### config.mk
export PLATFORM = sky130hd
export DESIGN_NAME = sidec_core
export DESIGN_NICKNAME = d
export VERILOG_FILES = /design/src/core/sidec_pkg.sv /design/src/core/sidec_core.sv
export SDC_FILE = /design/constraint.sdc
export NUM_CORES = 1
export LEC_CHECK = 0
export BUFFER_PORTS_ARGS = -buffer_cell sky130_fd_sc_hd__buf_4
export CORE_AREA = 4 4 79 81
export CTS_BUF_LIST = sky130_fd_sc_hd__clkbuf_16
export DETAILED_ROUTE_END_ITERATION = 10
export DIE_AREA = 0 0 83 85
export PLACE_DENSITY = 0.79
export SLEW_MARGIN = 20
export SYNTH_ARGS = -nofsm -noshare
export SYNTH_HDL_FRONTEND = slang
export SYNTH_SLANG_ARGS = --single-unit
### constraint.sdc
create_clock -name clk_sys_i -period 4.27 [get_ports clk_sys_i]
set_clock_uncertainty 0.05 [all_clocks]
set_input_delay 0.6405 -clock clk_sys_i [delete_from_list [all_inputs] [get_ports clk_sys_i]]
set_output_delay 0.6405 -clock clk_sys_i [all_outputs]
set_load 0.02 [all_outputs]
### src/core/sidec_pkg.sv
package sidec_pkg;

	localparam int CYC_W = 10;
	localparam int CTX_W = 8;

	localparam logic [7:0] OP_CTRL_B0     = 8'h7b;
	localparam logic       OP_CTRL_B1_MSB = 1'b1;
	localparam logic [7:0] OP_PROG_B0     = 8'h7c;
	localparam logic [3:0] OP_PROG_B1_HI  = 4'hc;
	localparam logic [7:0] OP_CTX_B0      = 8'h7c;
	localparam logic [7:0] OP_CTX_B1      = 8'hf0;
	localparam logic [6:0] OP_EXT_B0_HI   = 7'h3a;
	localparam logic [3:0] OP_EXT_FAR     = 4'h0;
	localparam logic [3:0] OP_EXT_DSP20   = 4'h1;
	localparam logic [3:0] OP_EXT_PAIR    = 4'h2;
	localparam logic [4:0] OP_NZ_HI       = 5'h1a;
	localparam logic [4:0] OP_Z_HI        = 5'h19;

	localparam logic [2:0] CREG_RSVD      = 3'h0;
	localparam logic [2:0] CREG_VEC_LOW   = 3'h1;
	localparam logic [2:0] CREG_VEC_HIGH  = 3'h2;
	localparam logic [2:0] CREG_FLAGS     = 3'h3;
	localparam logic [2:0] CREG_INT_STK   = 3'h4;
	localparam logic [2:0] CREG_USR_STK   = 3'h5;
	localparam logic [2:0] CREG_STATIC    = 3'h6;
	localparam logic [2:0] CREG_FRAME     = 3'h7;

	localparam logic [3:0] DST_DATA_PAIR_LOW  = 4'h0;
	localparam logic [3:0] DST_DATA_PAIR_HIGH = 4'h1;
	localparam logic [3:0] DST_ADDRESS_PAIR   = 4'h4;
	localparam logic [3:0] CODE_FIRST_MEM     = 4'h6;

	localparam logic [2:0] CD_ACC_HIGH   = 3'h3;
	localparam logic [2:0] CD_ACC_LOW    = 3'h4;
	localparam logic [2:0] CD_STATIC_DSP = 3'h5;
	localparam logic [2:0] CD_FRAME_DSP  = 3'h6;
	localparam logic [2:0] CD_NEAR_ABS   = 3'h7;

	localparam logic [CYC_W-1:0] CYC_CTRL_REG   = 10'h001;
	localparam logic [CYC_W-1:0] CYC_CTRL_MEM   = 10'h002;
	localparam logic [CYC_W-1:0] CYC_PROG_REG   = 10'h002;
	localparam logic [CYC_W-1:0] CYC_PROG_MEM   = 10'h003;
	localparam logic [CYC_W-1:0] CYC_CTX_BASE   = 10'h00b;
	localparam logic [CYC_W-1:0] CYC_CTX_PER    = 10'h002;
	localparam logic [CYC_W-1:0] CYC_EXT_REG    = 10'h003;
	localparam logic [CYC_W-1:0] CYC_EXT_MEM    = 10'h004;
	localparam logic [CYC_W-1:0] CYC_COND_REG   = 10'h001;
	localparam logic [CYC_W-1:0] CYC_COND_MEM   = 10'h002;
	localparam logic [CYC_W-1:0] CYC_COND_EXTRA = 10'h001;

	localparam logic [2:0] LEN_OP1     = 3'h1;
	localparam logic [2:0] LEN_OP2     = 3'h2;
	localparam logic [2:0] LEN_IMM     = 3'h1;
	localparam logic [2:0] LEN_FAR     = 3'h3;
	localparam logic [2:0] LEN_CTX     = 3'h7;
	localparam logic [2:0] LEN_CTX_ARG = 3'h5;

	localparam logic [CYC_W-1:0] CNT_RST = 10'h000;

	typedef enum logic [3:0] {
		OP_NONE,
		OP_STORE_CONTROL_REG,
		OP_STORE_PROG_CTR,
		OP_STORE_CONTEXT,
		OP_STORE_EXT_FAR,
		OP_STORE_EXT_DSP20,
		OP_STORE_EXT_ADDR_PAIR,
		OP_STORE_IF_NONZERO,
		OP_STORE_IF_ZERO
	} sidec_op_e;

	typedef enum logic [3:0] {
		CR_NONE,
		CR_VECTOR_BASE_LOW,
		CR_VECTOR_BASE_HIGH,
		CR_PROCESSOR_FLAGS,
		CR_INTERRUPT_STACK_PTR,
		CR_USER_STACK_PTR,
		CR_STATIC_BASE,
		CR_FRAME_BASE
	} sidec_creg_e;

	typedef struct packed {
		sidec_op_e        op;
		sidec_creg_e      creg;
		logic             size_word;
		logic [3:0]       src_code;
		logic [3:0]       dst_code;
		logic [2:0]       len;
		logic [CYC_W-1:0] cycles;
		logic [2:0]       src_ofs;
		logic [2:0]       src_ext;
		logic [2:0]       dst_ofs;
		logic [2:0]       dst_ext;
		logic             writes;
		logic             illegal;
	} sidec_dec_s;

	function automatic logic [2:0] ext_bytes(input logic [3:0] code);
		logic [2:0] n;
		n = 3'h0;
		if (code == 4'hf || code[3:2] == 2'b11) begin
			n = 3'h2;
		end else if (code[3:2] == 2'b10) begin
			n = 3'h1;
		end
		return n;
	endfunction

	function automatic logic is_mem(input logic [3:0] code);
		return code >= CODE_FIRST_MEM;
	endfunction

endpackage

### src/core/sidec_core.sv
// Summary of operation
// (RULE1) Two-byte control store opcode, 3+4 field
// (RULE2) Codes 1-3: vector base halves, flags
// (RULE3) Codes 4-7: stacks, static, frame base
// (RULE4) Source code zero is reserved, flagged
// (RULE5) Control store lengths and cycle counts
// (RULE6) Counter store destinations; some not selectable
// (RULE7) Counter store lengths and cycle counts
// (RULE8) Context store: seven bytes, 11+2m cycles
// (RULE9) Far absolute store lengths and cycles
// (RULE10) Displaced far store matches absolute timing
// (RULE11) Address pair store lengths and cycles
// (RULE12) Store-if-nonzero: extra cycle when Z clear
// (RULE13) Store-if-zero: extra cycle when Z set
// (RULE14) Short three-bit destination codes, immediate follows
// (RULE15) Write only when zero condition holds
// (RULE16) Source extension bytes before destination bytes
`timescale 1ns/1ps
`default_nettype none

module sidec_core (
	input  wire logic                    clk_sys_i,
	input  wire logic                    nrst_i,
	input  wire logic                    instr_valid_i,
	input  wire logic [7:0]              instr_b0_i,
	input  wire logic [7:0]              instr_b1_i,
	input  wire logic                    zero_flag_i,
	input  wire logic [sidec_pkg::CTX_W-1:0] ctx_count_i,
	output logic                         instr_ready_o,
	output logic                         dec_valid_o,
	output sidec_pkg::sidec_dec_s        dec_o,
	output logic                         busy_o,
	output logic                         done_o,
	output logic                         write_en_o
);
	import sidec_pkg::*;

	sidec_dec_s       dec_n;
	sidec_dec_s       dec_d;
	sidec_dec_s       dec_q;
	logic             dv_d;
	logic             dv_q;
	logic [CYC_W-1:0] cnt_d;
	logic [CYC_W-1:0] cnt_q;
	logic             accept;
	logic             cond_true;
	logic [2:0]       cext;

	assign instr_ready_o = (cnt_q == CNT_RST);
	assign accept        = instr_valid_i && instr_ready_o;

	always_comb begin
		dec_n         = '0;
		dec_n.op      = OP_NONE;
		dec_n.creg    = CR_NONE;
		dec_n.illegal = 1'b1;
		dec_n.src_ofs = LEN_OP2;
		dec_n.dst_ofs = LEN_OP2;
		cond_true     = 1'b0;
		cext          = 3'h0;
		// (RULE1) control store opcode
		if (instr_b0_i == OP_CTRL_B0 && instr_b1_i[7] == OP_CTRL_B1_MSB) begin
			dec_n.op       = OP_STORE_CONTROL_REG;
			dec_n.src_code = {1'b0, instr_b1_i[6:4]};
			dec_n.dst_code = instr_b1_i[3:0];
			// (RULE2) (RULE3) register select
			case (instr_b1_i[6:4])
				CREG_VEC_LOW:  dec_n.creg = CR_VECTOR_BASE_LOW;
				CREG_VEC_HIGH: dec_n.creg = CR_VECTOR_BASE_HIGH;
				CREG_FLAGS:    dec_n.creg = CR_PROCESSOR_FLAGS;
				CREG_INT_STK:  dec_n.creg = CR_INTERRUPT_STACK_PTR;
				CREG_USR_STK:  dec_n.creg = CR_USER_STACK_PTR;
				CREG_STATIC:   dec_n.creg = CR_STATIC_BASE;
				CREG_FRAME:    dec_n.creg = CR_FRAME_BASE;
				default:       dec_n.creg = CR_NONE;
			endcase
			// (RULE4) reserved source code
			dec_n.illegal = (instr_b1_i[6:4] == CREG_RSVD);
			// (RULE5) length and cycles
			dec_n.dst_ext = ext_bytes(instr_b1_i[3:0]);
			dec_n.len     = LEN_OP2 + dec_n.dst_ext;
			dec_n.cycles  = is_mem(instr_b1_i[3:0]) ? CYC_CTRL_MEM : CYC_CTRL_REG;
			dec_n.writes  = 1'b1;
		end else if (instr_b0_i == OP_CTX_B0 && instr_b1_i == OP_CTX_B1) begin
			// (RULE8) context store timing
			dec_n.op      = OP_STORE_CONTEXT;
			dec_n.illegal = 1'b0;
			dec_n.dst_ext = LEN_CTX_ARG;
			dec_n.len     = LEN_CTX;
			dec_n.cycles  = CYC_CTX_BASE + CYC_CTX_PER * CYC_W'(ctx_count_i);
			dec_n.writes  = 1'b1;
		end else if (instr_b0_i == OP_PROG_B0 && instr_b1_i[7:4] == OP_PROG_B1_HI) begin
			dec_n.op       = OP_STORE_PROG_CTR;
			dec_n.dst_code = instr_b1_i[3:0];
			// (RULE6) pair or memory destinations only
			dec_n.illegal  = !is_mem(instr_b1_i[3:0])
				&& instr_b1_i[3:0] != DST_DATA_PAIR_LOW
				&& instr_b1_i[3:0] != DST_DATA_PAIR_HIGH
				&& instr_b1_i[3:0] != DST_ADDRESS_PAIR;
			// (RULE7) length and cycles
			dec_n.dst_ext = ext_bytes(instr_b1_i[3:0]);
			dec_n.len     = LEN_OP2 + dec_n.dst_ext;
			dec_n.cycles  = is_mem(instr_b1_i[3:0]) ? CYC_PROG_MEM : CYC_PROG_REG;
			dec_n.writes  = 1'b1;
		end else if (instr_b0_i[7:1] == OP_EXT_B0_HI
			&& (instr_b1_i[7:4] == OP_EXT_FAR || instr_b1_i[7:4] == OP_EXT_DSP20
			|| instr_b1_i[7:4] == OP_EXT_PAIR)) begin
			dec_n.illegal   = 1'b0;
			dec_n.size_word = instr_b0_i[0];
			dec_n.src_code  = instr_b1_i[3:0];
			dec_n.src_ext   = ext_bytes(instr_b1_i[3:0]);
			// (RULE16) source bytes come first
			dec_n.dst_ofs   = LEN_OP2 + dec_n.src_ext;
			dec_n.cycles    = is_mem(instr_b1_i[3:0]) ? CYC_EXT_MEM : CYC_EXT_REG;
			dec_n.writes    = 1'b1;
			if (instr_b1_i[7:4] == OP_EXT_PAIR) begin
				// (RULE11) pair-addressed form
				dec_n.op  = OP_STORE_EXT_ADDR_PAIR;
				dec_n.len = LEN_OP2 + dec_n.src_ext;
			end else begin
				// (RULE9) (RULE10) far field after source
				dec_n.op      = (instr_b1_i[7:4] == OP_EXT_FAR) ? OP_STORE_EXT_FAR
					: OP_STORE_EXT_DSP20;
				dec_n.dst_ext = LEN_FAR;
				dec_n.len     = LEN_OP2 + dec_n.src_ext + LEN_FAR;
			end
		end else if (instr_b0_i[7:3] == OP_NZ_HI || instr_b0_i[7:3] == OP_Z_HI) begin
			dec_n.op       = (instr_b0_i[7:3] == OP_NZ_HI) ? OP_STORE_IF_NONZERO
				: OP_STORE_IF_ZERO;
			dec_n.dst_code = {1'b0, instr_b0_i[2:0]};
			// (RULE14) short destination codes
			dec_n.illegal  = instr_b0_i[2:0] < CD_ACC_HIGH;
			if (instr_b0_i[2:0] == CD_NEAR_ABS) begin
				cext = 3'h2;
			end else if (instr_b0_i[2:0] == CD_STATIC_DSP || instr_b0_i[2:0] == CD_FRAME_DSP) begin
				cext = 3'h1;
			end
			dec_n.src_ofs = LEN_OP1;
			dec_n.src_ext = LEN_IMM;
			dec_n.dst_ofs = LEN_OP1 + LEN_IMM;
			dec_n.dst_ext = cext;
			dec_n.len     = LEN_OP1 + LEN_IMM + cext;
			// (RULE12) (RULE13) zero flag condition
			cond_true     = (instr_b0_i[7:3] == OP_NZ_HI) ? !zero_flag_i : zero_flag_i;
			dec_n.cycles  = ((instr_b0_i[2:0] >= CD_STATIC_DSP) ? CYC_COND_MEM : CYC_COND_REG)
				+ (cond_true ? CYC_COND_EXTRA : CNT_RST);
			// (RULE15) write only when condition holds
			dec_n.writes  = cond_true;
		end
	end

	// Illegal opcodes are reported but never occupy the timing counter.
	always_comb begin
		dec_d = dec_q;
		dv_d  = accept;
		cnt_d = cnt_q;
		if (cnt_q != CNT_RST) begin
			cnt_d = cnt_q - 10'h001;
		end
		if (accept) begin
			dec_d = dec_n;
			if (!dec_n.illegal) begin
				cnt_d = dec_n.cycles;
			end
		end
	end

	always_ff @(posedge clk_sys_i or negedge nrst_i) begin
		if (!nrst_i) begin
			dec_q <= '0;
			dv_q  <= 1'b0;
			cnt_q <= CNT_RST;
		end else begin
			dec_q <= dec_d;
			dv_q  <= dv_d;
			cnt_q <= cnt_d;
		end
	end

	assign dec_o       = dec_q;
	assign dec_valid_o = dv_q;
	assign busy_o      = (cnt_q != CNT_RST);
	assign done_o      = (cnt_q == 10'h001);
	assign write_en_o  = done_o && dec_q.writes;
endmodule

`default_nettype wire

# Word level (Yosys, flattened, before mapping)

Cells that the tools add are included.

Add/sub/neg operators: 8
Order comparisons: 3
Reduce and logical (&&, ||, !) cells: 21
Mux-type cells: 56
Equality and inequality tests: 25

Operators with widths:

| cell                                                | number |
|---|---|
| 2-to-1 mux 3 bit                                    | 18 |
| 2-to-1 mux 9 bit                                    | 4 |
| 2-to-1 mux 10 bit                                   | 3 |
| 2-to-1 mux 30 bit                                   | 1 |
| 2-to-1 mux 4 bit                                    | 7 |
| 2-to-1 mux 13 bit                                   | 2 |
| 2-to-1 mux 5 bit                                    | 5 |
| == test 3 bit (second input constant)               | 7 |
| 2-to-1 mux 21 bit                                   | 1 |
| one-hot mux 3 bit (7 select lines)                  | 1 |
| 2-to-1 mux 17 bit                                   | 1 |
| == test 8 x 7 -> 1 bit (second input constant)      | 2 |
| adder 2 x 3 -> 3 bit (first input constant)         | 4 |
| 2-to-1 mux 11 bit                                   | 1 |
| adder 4 x 9 -> 10 bit (first input constant)        | 1 |
| == test 10 x 1 -> 1 bit (second input constant)     | 1 |
| == test 5 bit (second input constant)               | 2 |
| logical NOT 10 bit                                  | 1 |
| 2-to-1 mux 2 bit                                    | 5 |
| nonzero test 10 bit                                 | 1 |
| subtractor 10 x 1 -> 10 bit (second input constant) | 1 |
| logical AND 1 bit                                   | 9 |
| == test 4 bit (second input constant)               | 2 |
| == test 8 bit (second input constant)               | 1 |
| other kinds (19)                                    | 32 |

Register bits after elaboration: 55
Input bits: 28
Output and inout bits: 49

# Logic depth before layout (Yosys ltp)

Depth after elaboration: 17
Mapped depth: 10
Depth with buffers taken out: 8

# Least setup slack after synthesis

Ideal clock, no wire load.

Path type: register to output
Start point: reg cnt_q[3]
End point: out write_en_o
Cell stages (with the launch flop): 5
Arrival time: 1512 ps
Setup slack: 2068 ps
Cells stage by stage: dfrtp_1 > nor4_4 > and2_1 > and3b_1 > and2_1

Longest elaborated chain between the ends: 2

RTL lines:

| what                    | line              | source |
|---|---|---|
| from (decl)             | sidec_core.sv:44  | `logic [CYC_W-1:0] cnt_q;` |
| from (signal assigned)  | sidec_core.sv:176 | `cnt_q <= cnt_d;` |
| == test 10 x 1 -> 1 bit | sidec_core.sv:183 | `assign done_o = (cnt_q == 10'h001);` |
| named net done_o        | sidec_core.sv:33  | `output logic done_o,` |
| logical AND 1 bit       | sidec_core.sv:184 | `assign write_en_o = done_o && dec_q.writes;` |
| to (decl)               | sidec_core.sv:34  | `output logic write_en_o` |

The timed path passes the listed nets, and every way through them passes these cells.

# Worst setup path in the final report

Start point: reg cnt_q[0]
End point: reg dec_q (netlist bit dec_o[2])

Longest elaborated chain between the ends: 2

RTL lines:

| what                 | line              | source |
|---|---|---|
| logical NOT 10 bit   | sidec_core.sv:49  | `assign instr_ready_o = (cnt_q == CNT_RST);` |
| logical AND 1 bit    | sidec_core.sv:50  | `assign accept = instr_valid_i && instr_ready_o;` |
| to (signal assigned) | sidec_core.sv:170 | `dec_q <= '0;` |
| to (signal assigned) | sidec_core.sv:174 | `dec_q <= dec_d;` |
| to (decl)            | sidec_core.sv:40  | `sidec_dec_s dec_q;` |

Every way passes these cells.
A chain may end at the register's enable or synchronous reset.

==> summary.md <==
| Metric | Value |
|---|---|
| Routed vias/inst | `5.81` |
| Syn_area_per_cell | `approximately 9 um2` |
| RSZ-0062 raised after global routing | `no` |
| HPWL after DPL | `just over 6000 um` |
| Total GRT Usage | `22.4%` |
| Final Cycle Share | `65.2%` |
| Delay-heaviest family, CP | `simple AND/OR/NAND/NOR gates` |
| Crit path required time | `4.39 ns` |
| Synth unique cells | `between 60 and 70` |
| Die X-Extent | `83 um` |
| Crit. End Element | `flip-flop` |
| Fin. Hold Viols | `0` |
| Max stage delay cell, worst path | `and2_1` |
| Drt pass-1 iters | `5` |
| Clock latency on the worst-skew pair | `0.29 ns` |
| Compound-cell area share of the yosys netlist | `15.9%` |
| Hold_buf cts | `0` |
| Int Power | `~0.00074 W` |
| Clock sinks | `51` |
| Post-CTS Resized | `0` |
| CTS root buf | `clkbuf_16` |
| Mux cell area share after synthesis | `between 1.5 and 2%` |
| Switching pwr | `approximately 0.00024 W` |
| Fin nets | `420` |
| Rows | `27` |
| CTS tree | `done` |
| Area Overhead vs Synth | `22.8%` |
| Initial DRC count | `about 180` |
| RePlAce Congestion | `slightly above 0.9` |
| Initial antenna violation count | `0` |
| Via count | `around 2700` |
| Wire per inst | `between 15 and 20 um` |
| Warning count from the yosys run | `0` |
| Main synth FF type | `dfrtp_1` |
| Antenna Cells | `0` |
| H-tree depth | `2` |
| Cell count after synthesis | `~330` |
| Worst path cell trace | `inv_1, ha_1, and2b_1, nand3_4, clkinv_2, and2_1, o2111ai_1, o22a_1` |
| Largest net degree at the start of global routing | `between 50 and 60` |
| Synth Area in XOR/XNOR | `4.40%` |
| Slowest stage delay, CP | `0.82 ns` |
| CTS Buf Count | `5` |
| WP buf/inv | `2` |
| Final Util | `67.0%` |
| Clock tree buffer depth | `2` |
| Register bit total from synthesis | `around 50` |
| Post-CTS setup buffers | `0` |
| Clock power frac | `a little over two fifths` |
| DRC | `0` |
| Largest family of logic cells by synthesized area | `simple AND/OR/NAND/NOR gates` |
| Post-synth ARST share | `between 90% and 100%` |
| VDD IR max | `around 0.15 mV` |
| Worst hold path type | `primary input to asynchronous set/reset pin` |
| Pin slew with the least headroom to its limit | `1.03 ns` |
| Clk slew on worst S/H paths | `0.07 ns` |
| Mapped Area | `about 3000 um2` |
| Detailed Route WL | `7990 um` |
| Max-cap violations | `0` |
| Comb pwr share | `under 10%` |
| Max Fanout on Critical Path | `27` |
| First-pass GRT wire length | `about 13000 um` |
| Sequential fraction of the synthesis area | `a little over two fifths` |
| Seq pwr share | `a little under 50%` |
| Pleak | `roughly 1.7 nW` |
| Crit path launch type | `flip-flop` |
| GR Overflow Total | `0` |
| Final TNS setup | `0 ns` |
| Antenna-violating nets left | `0` |
| Core ar. | `~5500 um2` |
| Post-Synth Adder-Cell Area | `around 2.1%` |
| Pwr per Cell Area | `between 200 and 300 nW/um2` |
| Fin. max-slew vios | `0` |
| Die area | `around 7100 um2` |
| Outcome | `finished clean` |
| Final setup vio count | `0` |
| Fin crit period | `between 2 and 3 ns` |
| Initial Util | `54.5%` |
| Arr. time, crit path | `2.91 ns` |
| Post-Synth Simple-Gate Area | `28.0%` |
| Vias in the first global route | `~2600` |
| Crit Path Class | `flip-flop to flip-flop` |
| Slew HR | `31.3%` |
| Die Ht | `85 um` |
| EDFF count, synth | `0` |
| Layout cells sized above 1 | `25.5%` |
| Peak Freq | `359 MHz` |
| IO Port Bufs | `73` |
| Switching Share | `between 20 and 25%` |
| I/O pins | `77` |
[placed cells by master, fill, tap and decap left out, types with 2 or more instances in the layout]
cell type,synthesis,layout
nor3_1,10,9
nand3_1,18,18
or2b_1,2,2
and3b_1,2,2
nand2_1,61,61
dfrtp_1,51,51
conb_1,1,3
o2111ai_1,3,3
nand3b_1,4,4
xnor2_1,8,8
nand2_2,2,2
nand4b_1,3,3
nor4_1,2,2
mux2i_1,4,4
nand2b_1,3,3
o22a_1,3,3
o31ai_1,2,2
a32oi_1,3,3
o21a_1,5,5
and2_1,5,5
a21oi_1,4,4
o21ai_0,30,30
a22oi_1,3,3
a211oi_1,2,2
buf_4,6,73
nand4_1,4,4
inv_1,5,5
ha_1,5,5
a31oi_1,2,2
xor2_1,7,7
nor2_1,18,18
clkbuf_16,0,5
nor2b_1,2,2
clkinv_4,0,2
[worst register-to-register path, stage by stage, from the launching register on]
cell and delay (ns):
dfrtp_1 0.41, inv_1 0.10, ha_1 0.21, and2b_1 0.24, nand3_4 0.14, clkinv_2 0.12, and2_1 0.82, o2111ai_1 0.32
o22a_1 0.26
[area by class of cell]
cell class / count / area, um2
Tap cell: 72 / 90.1
Clock buffer: 5 / 125
Multi-Input combinational cell: 250 / 1570
Clock inverter: 3 / 28.8
Fill cell: 485 / 1810
Inverter: 6 / 23.8
Sequential cell: 51 / 1280
Timing Repair Buffer: 73 / 548
[power groups by stage]
stage / logic, W / clock network, W / registers [W]
2_1_floorplan: 0.0000428 / 0 / 0.000492
3_3_place_gp: 0.0000834 / 0 / 0.000492
3_5_place_dp: 0.0000852 / 0 / 0.000492
4_1_cts: 0.0000854 / 0.000418 / 0.000483
5_1_grt: 0.0000940 / 0.000444 / 0.000482
6_report: 0.0000859 / 0.000415 / 0.000483
[worst paths after layout]
kind / start / cells after the start / slack, ns / end
max: cnt_q[0] / 8 / 1.49 / dec_o[2]
min: nrst_i / 1 / 0.31 / dec_o[15]
max reg2reg: cnt_q[0] / 8 / 1.49 / dec_o[2]
min reg2reg: dec_o[43] / 2 / 0.42 / dec_o[43]
max in group asynchronous: nrst_i / 1 / 3.42 / dec_o[3]
min in group clk_sys_i: dec_o[43] / 2 / 0.42 / dec_o[43]
[kinds of logic after synthesis]
| logic type | Yosys count |
|---|---|
| AO/OA/AOI/OAI | 69 |
| XOR/XNOR | 15 |
| adder cells (fa/ha/maj) | 5 |
| buffers and inverters | 27 |
| flip-flops | 51 |
| multiplexers | 5 |
| other | 1 |
| AND/OR/NAND/NOR | 153 |
[synthesized netlist by cell type, types with 4 or more instances]
| master | n | share of area, % |
|---|---|---|
| nand3_1 | 18 | 3.0 |
| xor2_1 | 7 | 2.1 |
| ha_1 | 5 | 2.1 |
| nand3b_1 | 4 | 1.0 |
| o21ai_0 | 30 | 5.0 |
| o21a_1 | 5 | 1.3 |
| buf_4 | 6 | 1.5 |
| nor2_1 | 18 | 2.3 |
| nand2_1 | 61 | 7.7 |
| mux2i_1 | 4 | 1.3 |
| inv_1 | 5 | 0.63 |
| nand4_1 | 4 | 0.84 |
| clkbuf_1 | 6 | 0.75 |
| dfrtp_1 | 51 | 43 |
| xnor2_1 | 8 | 2.3 |
| and2_1 | 5 | 1.0 |
| a21oi_1 | 4 | 0.67 |
| nor3_1 | 10 | 1.7 |
| buf_2 | 7 | 1.2 |
[metrics by stage]
step | worst slack, ns | cell area, um2 | hold WS [ns] | cells | power, W
2_1_floorplan | 2.07 | 2990 | 0.295 | 328 | 0.000535
6_report | 1.49 | 3660 | 0.312 | 460 | 0.000983
4_1_cts | 1.52 | 3660 | 0.350 | 460 | 0.000986
5_1_grt | 1.29 | 3660 | 0.370 | 460 | 0.00102
3_3_place_gp | 1.54 | 3510 | 0.405 | 452 | 0.000576
3_5_place_dp | 1.53 | 3510 | 0.411 | 452 | 0.000577
[per-layer routing]
metal  GRT usage (%)  vias up  part of all wire, %
met4            4.75        0                  1.3
li1                -     1268                    -
met5               0        -                    0
met3            4.08       16                  6.7
met2            37.8      119                   49
met1            30.3     1268                   43
[flip-flops by register name, summed over array words and instances, names as in the netlist]
signal / count
cnt_q: 10
dec_o: 40
dec_valid_o: 1
Power figures use the tool's default switching activity.
